==> config.mk <==
export PLATFORM = sky130hd
export DESIGN_NAME = sfg_core
export DESIGN_NICKNAME = d
export VERILOG_FILES = /design/src/shared/sfg_pkg.sv /design/src/shared/sfg_timer_if.sv /design/src/logic/sfg_interval_timer.sv /design/src/logic/sfg_sine_lut.sv /design/src/logic/sfg_core.sv
export SDC_FILE = /design/constraint.sdc
export NUM_CORES = 2
export LEC_CHECK = 0
export ABC_AREA = 1
export BUFFER_PORTS_ARGS = -buffer_cell sky130_fd_sc_hd__buf_2
export CAP_MARGIN = 30
export CORE_UTILIZATION = 59
export DETAILED_ROUTE_END_ITERATION = 7
export MAX_ROUTING_LAYER = met4
export PLACE_DENSITY = 0.76
export SLEW_MARGIN = 10
export SYNTH_ARGS = -nofsm -noshare
export SYNTH_HDL_FRONTEND = slang
export SYNTH_SLANG_ARGS = --single-unit
==> constraint.sdc <==
create_clock -name core_clk -period 18.3 [get_ports core_clk]
set_input_delay 2.745 -clock core_clk [delete_from_list [all_inputs] [get_ports core_clk]]
set_output_delay 2.745 -clock core_clk [all_outputs]
set_load 0.03 [all_outputs]
==> src/shared/sfg_pkg.sv <==
package sfg_pkg;

	// ****************************************
	// Timing
	// ****************************************
	localparam int CLK_PERIOD_PS = 4000;
	localparam int TICK_TIME_NS  = 100000;
	localparam int TICK_CYCLES   = TICK_TIME_NS * 1000 / CLK_PERIOD_PS;
	localparam logic [13:0] MIN_FREQ_HZ = 14'h0001;
	localparam logic [13:0] MAX_FREQ_HZ = 14'h2710;
	// Phase step per Hz is 2^42 / 250 MHz, used with a 10-bit right shift
	localparam logic [14:0] PHASE_INC_MUL = 15'h44b8;
	localparam int PHASE_INC_SHIFT = 10;

	// ****************************************
	// Register map
	// ****************************************
	localparam logic [7:0] ADDR_CTRL    = 8'h00;
	localparam logic [7:0] ADDR_MODE    = 8'h04;
	localparam logic [7:0] ADDR_STATUS  = 8'h08;
	localparam logic [7:0] ADDR_AMPL    = 8'h0c;
	localparam logic [7:0] ADDR_OFFS    = 8'h10;
	localparam logic [7:0] ADDR_FREQ    = 8'h14;
	localparam logic [7:0] ADDR_IVL0    = 8'h18;
	localparam logic [7:0] ADDR_IVL_END = 8'h28;
	localparam logic [7:0] ADDR_CYCLES  = 8'h28;
	localparam logic [7:0] ADDR_PAUSE   = 8'h2c;
	localparam logic [7:0] ADDR_STAT_U  = 8'h30;
	localparam logic [7:0] ADDR_STAT_I  = 8'h34;
	localparam logic [7:0] ADDR_SEG     = 8'h40;
	localparam logic [7:0] ADDR_SEG_END = 8'h68;

	// ****************************************
	// Fields
	// ****************************************
	localparam int CTRL_LOAD   = 0;
	localparam int CTRL_START  = 1;
	localparam int CTRL_STOP   = 2;
	localparam int CTRL_TOGGLE = 3;
	localparam int CTRL_CLEAR  = 4;
	localparam int MODE_TGT_I  = 4;
	localparam int LVL_END_LSB = 16;
	localparam int STAT_ST_LSB    = 0;
	localparam int STAT_PHASE_LSB = 2;
	localparam int STAT_OUT       = 5;
	localparam int STAT_ALARM     = 6;
	localparam int STAT_REJECT    = 7;
	localparam int STAT_GEN_LSB   = 16;
	localparam logic [11:0] FULL_SCALE = 12'hfff;

	// ****************************************
	// Reset values
	// ****************************************
	localparam logic [13:0] RST_FREQ   = 14'h0001;
	localparam logic [31:0] RST_IVL    = 32'h0000_0001;
	localparam logic [9:0]  RST_CYCLES = 10'h001;
	localparam logic [31:0] RST_PAUSE  = 32'h0000_2710;
	// Start level in [11:0], end level in [23:12], per engine-start segment
	localparam logic [4:0][23:0] SEG_DEF_LVL = {
		24'h9ff_9ff, 24'h9ff_7ff, 24'h7ff_7ff, 24'h7ff_5ff, 24'h5ff_9ff};
	localparam logic [4:0][31:0] SEG_DEF_TIME = {
		32'h0000_03e8, 32'h0000_2710, 32'h0000_07d0, 32'h0000_0032,
		32'h0000_0096};

	typedef enum logic [2:0] {WAVE_SINE, WAVE_TRI, WAVE_RECT, WAVE_TRAP,
		WAVE_ENGINE} sfg_wave_type;
	typedef enum logic [1:0] {ST_IDLE, ST_LOAD, ST_READY, ST_RUN} sfg_state_type;

endpackage : sfg_pkg

==> src/shared/sfg_timer_if.sv <==
`timescale 1ns/1ps
interface sfg_timer_if;
	logic        tick;
	logic        start;
	logic [31:0] len;
	logic        done;
	modport ctl (output tick, output start, output len, input done);
	modport tmr (input tick, input start, input len, output done);
endinterface : sfg_timer_if

==> src/logic/sfg_interval_timer.sv <==
`timescale 1ns/1ps
module sfg_interval_timer (
	input wire logic core_clk,
	input wire logic rstn,
	sfg_timer_if.tmr tim
);
	typedef struct packed {
		logic        busy;
		logic [31:0] left;
		logic        done;
	} sfg_timer_state_type;

	sfg_timer_state_type r;
	sfg_timer_state_type n;

	// A length of zero behaves as one tick, so a phase never stalls
	always_comb
	begin
		n = r;
		n.done = 1'b0;
		if (tim.start)
		begin
			n.busy = 1'b1;
			n.left = tim.len;
		end
		else if (r.busy && tim.tick)
		begin
			if (r.left <= 32'h0000_0001)
			begin
				n.busy = 1'b0;
				n.done = 1'b1;
			end
			else
				n.left = r.left - 32'h0000_0001;
		end
	end

	always_ff @(posedge core_clk)
	begin
		if (!rstn)
			r <= '0;
		else
			r <= n;
	end

	assign tim.done = r.done;
endmodule : sfg_interval_timer

==> src/logic/sfg_sine_lut.sv <==
`timescale 1ns/1ps
module sfg_sine_lut (
	input  wire logic        [5:0]  phase,
	output logic signed      [11:0] sine
);
	logic [10:0] mag;
	logic [3:0]  idx;

	// Quarter wave, 16 points sampled at mid-step so the mirror is exact
	always_comb
	begin
		idx = phase[4] ? ~phase[3:0] : phase[3:0];
		case (idx)
			4'h0: mag = 11'h064;
			4'h1: mag = 11'h12c;
			4'h2: mag = 11'h1f1;
			4'h3: mag = 11'h2b2;
			4'h4: mag = 11'h36b;
			4'h5: mag = 11'h41c;
			4'h6: mag = 11'h4c3;
			4'h7: mag = 11'h55f;
			4'h8: mag = 11'h5ed;
			4'h9: mag = 11'h66c;
			4'ha: mag = 11'h6dc;
			4'hb: mag = 11'h73b;
			4'hc: mag = 11'h787;
			4'hd: mag = 11'h7c2;
			4'he: mag = 11'h7e9;
			default: mag = 11'h7fd;
		endcase
		sine = phase[5] ? -$signed({1'b0, mag}) : $signed({1'b0, mag});
	end
endmodule : sfg_sine_lut

==> src/logic/sfg_core.sv <==
//
// Overview of operation
// - Load, apply static values, output on, allow start
// - Current waveform starts from zero amperes
// - Start begins generation; toggle-on only switches output on
// - Stop halts waveform, output stays on static
// - Toggle during run halts and disables output
// - Alarm or trip halts, disables output, reports
// - Sine offset not below amplitude; reject violations
// - Sine frequency fixed, 1 Hz to 10 kHz
// - Sine equals offset plus amplitude times sine
// - Triangle rises then falls over two intervals
// - Triangle period is rise plus fall interval
// - Triangle foot is offset, peak offset plus amplitude
// - Rectangle holds top then offset, then repeats
// - Rectangle low is offset, high adds amplitude
// - Trapezoid rises, holds top, falls, holds base
// - Trapezoid base is offset, top adds amplitude
// - Engine curve drives voltage only, five segments
// - Each segment ramps linearly start to end
// - Engine curve repeats endlessly or 1 to 999 (the 10-bit cycle count accepts up to 1023)
// - Pause after each cycle except the last of a counted run
// - Segments preload standard curve at reset
// - Set value has 4096 steps, voltage run starts at static value
// - Mode and parameters change only with output off
// - Waveform drives one set value, others static
//
`timescale 1ns/1ps
module sfg_core #(
	parameter int TICK_CYC = sfg_pkg::TICK_CYCLES
) (
	input  wire logic        core_clk,
	input  wire logic        rstn,
	input  wire logic [7:0]  reg_addr,
	input  wire logic [31:0] reg_wdata,
	input  wire logic        reg_wr,
	input  wire logic        reg_rd,
	output logic      [31:0] reg_rdata,
	input  wire logic        on_off_button,
	input  wire logic        device_alarm,
	input  wire logic        overpower_trip,
	input  wire logic        overcurrent_trip,
	input  wire logic        event_alarm,
	output logic      [11:0] voltage_setpoint,
	output logic      [11:0] current_setpoint,
	output logic             dc_output_on,
	output logic             alarm_report,
	output logic             start_enabled
);
	localparam logic [14:0] TICK_LAST = 15'(TICK_CYC - 1);

	typedef struct packed {
		logic [4:0]               sync1;
		logic [4:0]               sync2;
		logic                     btn_prev;
		sfg_pkg::sfg_state_type   st;
		logic                     out_on;
		logic                     alarm;
		logic                     reject;
		sfg_pkg::sfg_wave_type    wave;
		logic                     tgt_i;
		logic [11:0]              amp;
		logic [11:0]              offs;
		logic [13:0]              freq;
		logic [3:0][31:0]         ivl;
		logic [9:0]               cycles;
		logic [31:0]              pause;
		logic [11:0]              stat_u;
		logic [11:0]              stat_i;
		logic [4:0][23:0]         seg_lvl;
		logic [4:0][31:0]         seg_time;
		logic [14:0]              div;
		logic                     tick;
		logic [2:0]               phase;
		logic                     arm;
		logic [9:0]               cyc_cnt;
		logic [31:0]              acc;
		logic [11:0]              from;
		logic                     down;
		logic [11:0]              dmag;
		logic [43:0]              num;
		logic [43:0]              thr;
		logic [31:0]              len;
		logic [11:0]              steps;
		logic [11:0]              gen;
		logic                     tstart;
		logic [31:0]              tlen;
		logic [11:0]              vset;
		logic [11:0]              iset;
		logic [31:0]              rdata;
	} sfg_core_state_type;

	sfg_core_state_type r;
	sfg_core_state_type n;

	logic [4:0]         cmd;
	logic               alarm_evt;
	logic               toggle_evt;
	logic               bad;
	logic [12:0]        sum13;
	logic [11:0]        lo;
	logic [11:0]        hi;
	logic [1:0]         ep;
	logic [2:0]         sidx;
	logic [2:0]         nph;
	logic [11:0]        wfrom;
	logic [11:0]        wto;
	logic [31:0]        wlen;
	logic [7:0]         woff;
	logic [28:0]        incw;
	logic signed [11:0] sine;
	logic signed [24:0] sprod;
	logic signed [13:0] sval;

	sfg_timer_if tif ();

	sfg_interval_timer u_timer (
		.core_clk (core_clk),
		.rstn     (rstn),
		.tim      (tif.tmr)
	);

	sfg_sine_lut u_sine (
		.phase (r.acc[31:26]),
		.sine  (sine)
	);

	assign tif.tick  = r.tick;
	assign tif.start = r.tstart;
	assign tif.len   = r.tlen;

	always_comb
	begin
		n = r;
		n.sync1 = {device_alarm, overpower_trip, overcurrent_trip, event_alarm,
			on_off_button};
		n.sync2 = r.sync1;
		n.btn_prev = r.sync2[0];
		n.tstart = 1'b0;
		n.rdata = '0;
		cmd = (reg_wr && reg_addr == sfg_pkg::ADDR_CTRL) ? reg_wdata[4:0] : 5'h00;
		alarm_evt = |r.sync2[4:1];
		toggle_evt = cmd[sfg_pkg::CTRL_TOGGLE] || (r.sync2[0] && !r.btn_prev);
		sum13 = {1'b0, r.amp} + {1'b0, r.offs};
		lo = r.offs;
		hi = sum13[11:0];
		bad = sum13[12] || (r.wave == sfg_pkg::WAVE_SINE && r.offs < r.amp)
			|| r.freq < sfg_pkg::MIN_FREQ_HZ || r.freq > sfg_pkg::MAX_FREQ_HZ
			|| r.wave > sfg_pkg::WAVE_ENGINE;
		woff = reg_addr - sfg_pkg::ADDR_SEG;
		sidx = (r.phase < 3'h5) ? r.phase : 3'h0;
		nph = (r.wave == sfg_pkg::WAVE_TRAP) ? 3'h4 : 3'h2;
		incw = r.freq * sfg_pkg::PHASE_INC_MUL;
		sprod = $signed({1'b0, r.amp}) * sine;
		sval = $signed({2'b00, r.offs}) + sprod[24:11];

		// ****************************************
		// Time base
		// ****************************************
		n.tick = 1'b0;
		if (r.div == TICK_LAST)
		begin
			n.div = '0;
			n.tick = 1'b1;
		end
		else
			n.div = r.div + 15'h0001;

		// ****************************************
		// Register access
		// ****************************************
		// Parameter writes are dropped while the output is live
		if (reg_wr && !r.out_on)
		begin
			case (reg_addr)
				sfg_pkg::ADDR_MODE:
				begin
					n.wave = sfg_pkg::sfg_wave_type'(reg_wdata[2:0]);
					n.tgt_i = reg_wdata[sfg_pkg::MODE_TGT_I];
				end
				sfg_pkg::ADDR_AMPL:   n.amp = reg_wdata[11:0];
				sfg_pkg::ADDR_OFFS:   n.offs = reg_wdata[11:0];
				sfg_pkg::ADDR_FREQ:   n.freq = reg_wdata[13:0];
				sfg_pkg::ADDR_CYCLES: n.cycles = reg_wdata[9:0];
				sfg_pkg::ADDR_PAUSE:  n.pause = reg_wdata;
				sfg_pkg::ADDR_STAT_U: n.stat_u = reg_wdata[11:0];
				sfg_pkg::ADDR_STAT_I: n.stat_i = reg_wdata[11:0];
				default:
				begin
					if (reg_addr >= sfg_pkg::ADDR_IVL0 && reg_addr < sfg_pkg::ADDR_IVL_END)
						n.ivl[2'(reg_addr - sfg_pkg::ADDR_IVL0 >> 2)] = reg_wdata;
					else if (reg_addr >= sfg_pkg::ADDR_SEG
						&& reg_addr < sfg_pkg::ADDR_SEG_END)
					begin
						if (woff[2])
							n.seg_time[3'(woff >> 3)] = reg_wdata;
						else
							n.seg_lvl[3'(woff >> 3)] = {
								reg_wdata[sfg_pkg::LVL_END_LSB+:12], reg_wdata[11:0]};
					end
				end
			endcase
		end

		if (reg_rd)
		begin
			case (reg_addr)
				sfg_pkg::ADDR_STATUS:
				begin
					n.rdata[sfg_pkg::STAT_ST_LSB+:2] = r.st;
					n.rdata[sfg_pkg::STAT_PHASE_LSB+:3] = r.phase;
					n.rdata[sfg_pkg::STAT_OUT] = r.out_on;
					n.rdata[sfg_pkg::STAT_ALARM] = r.alarm;
					n.rdata[sfg_pkg::STAT_REJECT] = r.reject;
					n.rdata[sfg_pkg::STAT_GEN_LSB+:12] = r.gen;
				end
				sfg_pkg::ADDR_MODE:
				begin
					n.rdata[2:0] = r.wave;
					n.rdata[sfg_pkg::MODE_TGT_I] = r.tgt_i;
				end
				sfg_pkg::ADDR_AMPL:   n.rdata[11:0] = r.amp;
				sfg_pkg::ADDR_OFFS:   n.rdata[11:0] = r.offs;
				sfg_pkg::ADDR_FREQ:   n.rdata[13:0] = r.freq;
				sfg_pkg::ADDR_CYCLES: n.rdata[9:0] = r.cycles;
				sfg_pkg::ADDR_PAUSE:  n.rdata = r.pause;
				sfg_pkg::ADDR_STAT_U: n.rdata[11:0] = r.stat_u;
				sfg_pkg::ADDR_STAT_I: n.rdata[11:0] = r.stat_i;
				default:
				begin
					if (reg_addr >= sfg_pkg::ADDR_IVL0 && reg_addr < sfg_pkg::ADDR_IVL_END)
						n.rdata = r.ivl[2'(reg_addr - sfg_pkg::ADDR_IVL0 >> 2)];
					else if (reg_addr >= sfg_pkg::ADDR_SEG
						&& reg_addr < sfg_pkg::ADDR_SEG_END)
					begin
						if (woff[2])
							n.rdata = r.seg_time[3'(woff >> 3)];
						else
						begin
							n.rdata[11:0] = r.seg_lvl[3'(woff >> 3)][11:0];
							n.rdata[sfg_pkg::LVL_END_LSB+:12] = r.seg_lvl[3'(woff >> 3)][23:12];
						end
					end
				end
			endcase
		end

		// ****************************************
		// Waveform engine
		// ****************************************
		unique case (r.wave)
			sfg_pkg::WAVE_TRI:  ep = (r.phase == 3'h0) ? 2'h0 : 2'h2;
			sfg_pkg::WAVE_RECT: ep = (r.phase == 3'h0) ? 2'h1 : 2'h3;
			sfg_pkg::WAVE_TRAP: ep = r.phase[1:0];
			default:            ep = 2'h0;
		endcase
		wfrom = (ep == 2'h1 || ep == 2'h2) ? hi : lo;
		wto = (ep == 2'h0 || ep == 2'h1) ? hi : lo;
		wlen = r.ivl[r.phase[1:0]];
		if (r.wave == sfg_pkg::WAVE_ENGINE)
		begin
			if (r.phase < 3'h5)
			begin
				wfrom = r.seg_lvl[sidx][11:0];
				wto = r.seg_lvl[sidx][23:12];
				wlen = r.seg_time[sidx];
			end
			else
			begin
				wfrom = r.gen;
				wto = r.gen;
				wlen = r.pause;
			end
		end

		if (r.st == sfg_pkg::ST_RUN)
		begin
			if (r.wave == sfg_pkg::WAVE_SINE)
			begin
				n.acc = r.acc + {13'h0000, incw[28:sfg_pkg::PHASE_INC_SHIFT]};
				if (sval < 0)
					n.gen = '0;
				else if (sval > $signed({2'b00, sfg_pkg::FULL_SCALE}))
					n.gen = sfg_pkg::FULL_SCALE;
				else
					n.gen = sval[11:0];
			end
			else if (r.arm)
			begin
				n.arm = 1'b0;
				n.from = wfrom;
				n.down = wto < wfrom;
				n.dmag = (wto < wfrom) ? wfrom - wto : wto - wfrom;
				n.num = '0;
				n.thr = {12'h000, wlen};
				n.len = wlen;
				n.steps = '0;
				n.gen = wfrom;
				n.tstart = 1'b1;
				n.tlen = wlen;
			end
			else
			begin
				// Spreads the step count evenly over the interval
				if (r.tick)
					n.num = r.num + {32'h0, r.dmag};
				if (r.num >= r.thr && r.steps != r.dmag)
				begin
					n.steps = r.steps + 12'h001;
					n.thr = r.thr + {12'h000, r.len};
				end
				n.gen = r.down ? r.from - r.steps : r.from + r.steps;
				if (tif.done)
				begin
					n.gen = r.down ? r.from - r.dmag : r.from + r.dmag;
					n.arm = 1'b1;
					if (r.wave == sfg_pkg::WAVE_ENGINE)
					begin
						if (r.phase < 3'h4)
							n.phase = r.phase + 3'h1;
						else if (r.phase == 3'h4)
						begin
							n.cyc_cnt = r.cyc_cnt + 10'h001;
							if (r.cycles != 10'h000 && r.cyc_cnt + 10'h001 == r.cycles)
							begin
								n.st = sfg_pkg::ST_IDLE;
								n.arm = 1'b0;
							end
							else
								n.phase = 3'h5;
						end
						else
							n.phase = 3'h0;
					end
					else
						n.phase = (r.phase == nph - 3'h1) ? 3'h0 : r.phase + 3'h1;
				end
			end
		end

		// ****************************************
		// Control sequence
		// ****************************************
		if (r.st == sfg_pkg::ST_LOAD)
		begin
			n.out_on = 1'b1;
			n.st = sfg_pkg::ST_READY;
		end
		if (cmd[sfg_pkg::CTRL_CLEAR])
		begin
			n.alarm = 1'b0;
			n.reject = 1'b0;
		end
		if (alarm_evt)
		begin
			n.st = sfg_pkg::ST_IDLE;
			n.out_on = 1'b0;
			n.alarm = 1'b1;
		end
		else if (toggle_evt && r.out_on)
		begin
			n.st = sfg_pkg::ST_IDLE;
			n.out_on = 1'b0;
		end
		else if (cmd[sfg_pkg::CTRL_STOP] && r.st == sfg_pkg::ST_RUN)
			n.st = sfg_pkg::ST_IDLE;
		else if ((cmd[sfg_pkg::CTRL_START] || toggle_evt) && r.st == sfg_pkg::ST_READY)
		begin
			n.st = sfg_pkg::ST_RUN;
			n.out_on = 1'b1;
			n.phase = '0;
			n.arm = 1'b1;
			n.acc = '0;
			n.cyc_cnt = '0;
			n.gen = (r.tgt_i && r.wave != sfg_pkg::WAVE_ENGINE) ? 12'h000 : r.stat_u;
		end
		else if (toggle_evt)
			n.out_on = 1'b1;
		else if (cmd[sfg_pkg::CTRL_LOAD])
		begin
			if (r.st == sfg_pkg::ST_IDLE && !bad)
				n.st = sfg_pkg::ST_LOAD;
			else
				n.reject = 1'b1;
		end

		// ****************************************
		// Set value routing
		// ****************************************
		n.vset = r.stat_u;
		n.iset = (r.tgt_i && r.wave != sfg_pkg::WAVE_ENGINE) ? 12'h000 : r.stat_i;
		if (n.st == sfg_pkg::ST_RUN)
		begin
			if (r.tgt_i && r.wave != sfg_pkg::WAVE_ENGINE)
				n.iset = n.gen;
			else
				n.vset = n.gen;
		end
	end

	always_ff @(posedge core_clk)
	begin
		if (!rstn)
		begin
			r <= '0;
			r.freq <= sfg_pkg::RST_FREQ;
			r.ivl <= {4{sfg_pkg::RST_IVL}};
			r.cycles <= sfg_pkg::RST_CYCLES;
			r.pause <= sfg_pkg::RST_PAUSE;
			r.seg_lvl <= sfg_pkg::SEG_DEF_LVL;
			r.seg_time <= sfg_pkg::SEG_DEF_TIME;
		end
		else
			r <= n;
	end

	assign reg_rdata = r.rdata;
	assign voltage_setpoint = r.vset;
	assign current_setpoint = r.iset;
	assign dc_output_on = r.out_on;
	assign alarm_report = r.alarm;
	assign start_enabled = (r.st == sfg_pkg::ST_READY);
endmodule : sfg_core

==> impl_metrics.csv <==
group,metric,value,unit
run_status,status,"finished clean",
logic_synthesis,synth_flop_cell,"dfxtp_1",
power,power.density,67.0,nW/um2
power,total_leakage_power,27.1,nW
floorplan,die_width,313,um
global_route,grt-ovfl-total,0,
timing,report.final.setup_viol,0,
timing,slew_headroom,0.230,
logic_synthesis,postSynthRegisterBits,854,
drt,drt_first_pass_iters,7,
clock_network,postCtsSetupBuffers,0,
floorplan,floorplan.die.height,313,um
min_path,hold_path_class,"register to register",
clock_network,cts.hold.buffers_added,0,
logic_synthesis,syn_area,57200,um2
clock_network,cts.clk_slew.worst_paths,70,ps
drt,ant_nets,0,
clock_network,tritoncts,"yes",
clock_network,insertion_delay,730,ps
setup_path,timing.critical_path.slowest_cell_delay,590,ps
clock_network,cts-root-buf,"clkbuf_16",
floorplan,core_area,95400,um2
setup_path,critical_path.slowest_cell,"xor2_1",
drt,route.detailed.wl_per_inst,23.6,um
timing,tightestPinTransition,1140,ps
drt,vias_per_cell,6.36,
logic_synthesis,number_of_warnings_printed_during_yosys_synthesis,0,
floorplan,num_rows,113,
timing,setup_tns,0,ps
global_route,grt_antenna_before_repair,18,
setup_path,timing.critical_path.to_type,"register",
flow_run,drv.max_cap_violation_count,0,
logic_synthesis,synthesis.nets,8804,
power,peakVddDrop,0.0879,mV
floorplan,start_util,0.599,
clock_network,clock_sinks,854,
global_route,grt_start_max_net_pins,238,
place,place.gp.congestion,1.06,
logic_synthesis,yosysSeqAreaShare,0.299,
logic_synthesis,yosys.area.top_type,"dfxtp_1",
logic_synthesis,yosys.area.top_type_share,0.299,
clock_network,count_of_cells_resized_by_post_cts_repair,0,
finish,syn_to_final_growth,6.73,%
timing,worst_clock_skew,67.3,ps
setup_path,timing_worst_setup_path_type,"register to register",
drt,total_wire_length,222,mm
logic_synthesis,yosysMostFrequentCell,"nand2_1",
drt,drc_errors,0,
clock_network,cts_buffer_depth,3,
logic_synthesis,synthTopCellsByCount,"1,364 x nand2_1, 996 x o21ai_0, 941 x nor2_1",
floorplan,design.die.area,98100,um2
setup_path,worst_ep_required_time,18910,ps
timing,max_freq,97.8,MHz
logic_synthesis,ys_top_cells_by_area,"dfxtp_1 30%, nand2_1 9.0%, o21ai_0 8.7%, ha_1 7.9%, a21oi_1 6.8%",
setup_path,crit_arrival,10840,ps
global_route,gr-usage-all-layers,0.455,
logic_synthesis,synth.lib_cells_used.distinct,76,
drt,route.vias.total,59800,
setup_path,timing.critical_path.fanout_max,11,
timing,postLayoutSetupSlackWorst,8070,ps
setup_path,worst_setup_path_start_kind,"register",
place,hpwl_reported_at_the_end_of_detailed_placement,155,mm
drt,first_iter_violations,8736,
logic_synthesis,asr_flop_ratio_synth,0,
floorplan,io_pins,108,
logic_synthesis,synth_edf_count,0,
place,numPortBuffers,107,
place,detailedPlace.worstSlack,8260,ps
logic_synthesis,postSynthAreaPerCell,6.93,um2
clock_network,h_tree_levels,3,
logic_synthesis,postSynthCellCount,8248,
finish,share_of_post_route_cells_with_drive_strength_above_1,0.0585,
timing,fin_crit_sh,0.559,
timing,timing.final.max_slew_violations,0,
global_route,grt_first_pass_wirelength,333,mm
finish,layout.nets,8592,
timing,final_critical_path_required_period,10230,ps
setup_path,path_common_cell,"nand2_1",
clock_network,cts-buffers-inserted,95,
timing,unrepaired_setup_endpoints_after_global_routing,"no",
global_route,via_count_of_the_first_global_routing_pass,54600,
timing,hold_violations,0,
per-stage QoR:
stage	power [mW]	util	cells	cell area, um2	hold slack [ps]
CTS	4.07	0.638	9374	60900	418
global route	4.17	0.639	9394	61000	445
global placement	2.10	0.604	9194	57600	402
finish	4.09	0.639	9398	61000	418
floorplan	2.02	-	8248	57200	390
detailed placement	2.10	0.605	9199	57700	400
cell type report:
type	count	area [um2]
Fill cell	8845	34400
Multi-Input combinational cell	5946	34300
Sequential cell	854	17100
Inverter	952	3580
Clock buffer	136	2750
Tap cell	1265	1580
Timing Repair Buffer	187	1190
Clock inverter	39	477
Antenna cell	19	47.5
path summary, 6_finish.rpt:
path                            depth (start not counted)  startpoint  slack, ps                  end
worst max-delay path                                   50      r[288]       8070  current_setpoint[0]
worst min-delay path                                    2      n[846]        420               r[846]
worst max register to register                         50      r[288]       8070  current_setpoint[0]
worst min register to register                          2      n[846]        420               r[846]
placed cells by master (no fill, tap or decap), types with 30 or more instances in the layout:
master and instances:
nand2_1 1360, o21ai_0 995, nor2_1 938, inv_1 891, dfxtp_1 851, a21oi_1 779, ha_1 361, nand3_1 256
o22ai_1 160, fa_1 146, o211ai_1 128, buf_2 107, nor3_1 103, xor2_1 98, clkbuf_16 95, buf_4 71
nand4_1 66, a31oi_1 53, a221oi_1 40, nor4_1 39, inv_2 37, xnor2_1 37, o221ai_1 35, o21ai_1 30
registers in the layout, summed over array words and instances, names as in the netlist:
name,cells
lo,12
current_setpoint,12
n,6
tif.len,32
u_timer.r,33
reg_rdata,32
u_timer.tim.done,1
tif.tick,1
r,710
voltage_setpoint,12
dc_output_on,1
alarm_report,1
tif.start,1
worst max-delay path: cells and delay by family, from the launching register on:
family / cells / cell delay (ps)
flip-flops: 1 / 480
buffers and inverters: 8 / 850
AO/OA/AOI/OAI: 9 / 2070
adder cells (fa/ha/maj): 9 / 3600
XOR/XNOR: 2 / 750
AND/OR/NAND/NOR: 22 / 2350
metal layers:
metal	global-route usage	wire length (um)	up-vias
met2	0.611	87300	3988
li1	-	-	27300
met3	0.164	32100	882
met5	-	0	-
met4	0.234	13300	0
met1	0.594	89300	27600
where the power goes:
part | total, mW | switching [mW] | internal (mW)
registers | 1.87 | 0.00645 | 1.87
clock network | 2.01 | 0.873 | 1.14
logic | 0.201 | 0.160 | 0.0417
cell families after synthesis:
family	count (synthesis)	synth area share
AO/OA/AOI/OAI	2425	0.239
flip-flops	854	0.299
adder cells (fa/ha/maj)	507	0.130
XOR/XNOR	136	0.0210
multiplexers	6	0.00109
buffers and inverters	1448	0.102
AND/OR/NAND/NOR	2872	0.208
(Power assumes the default switching activity.)
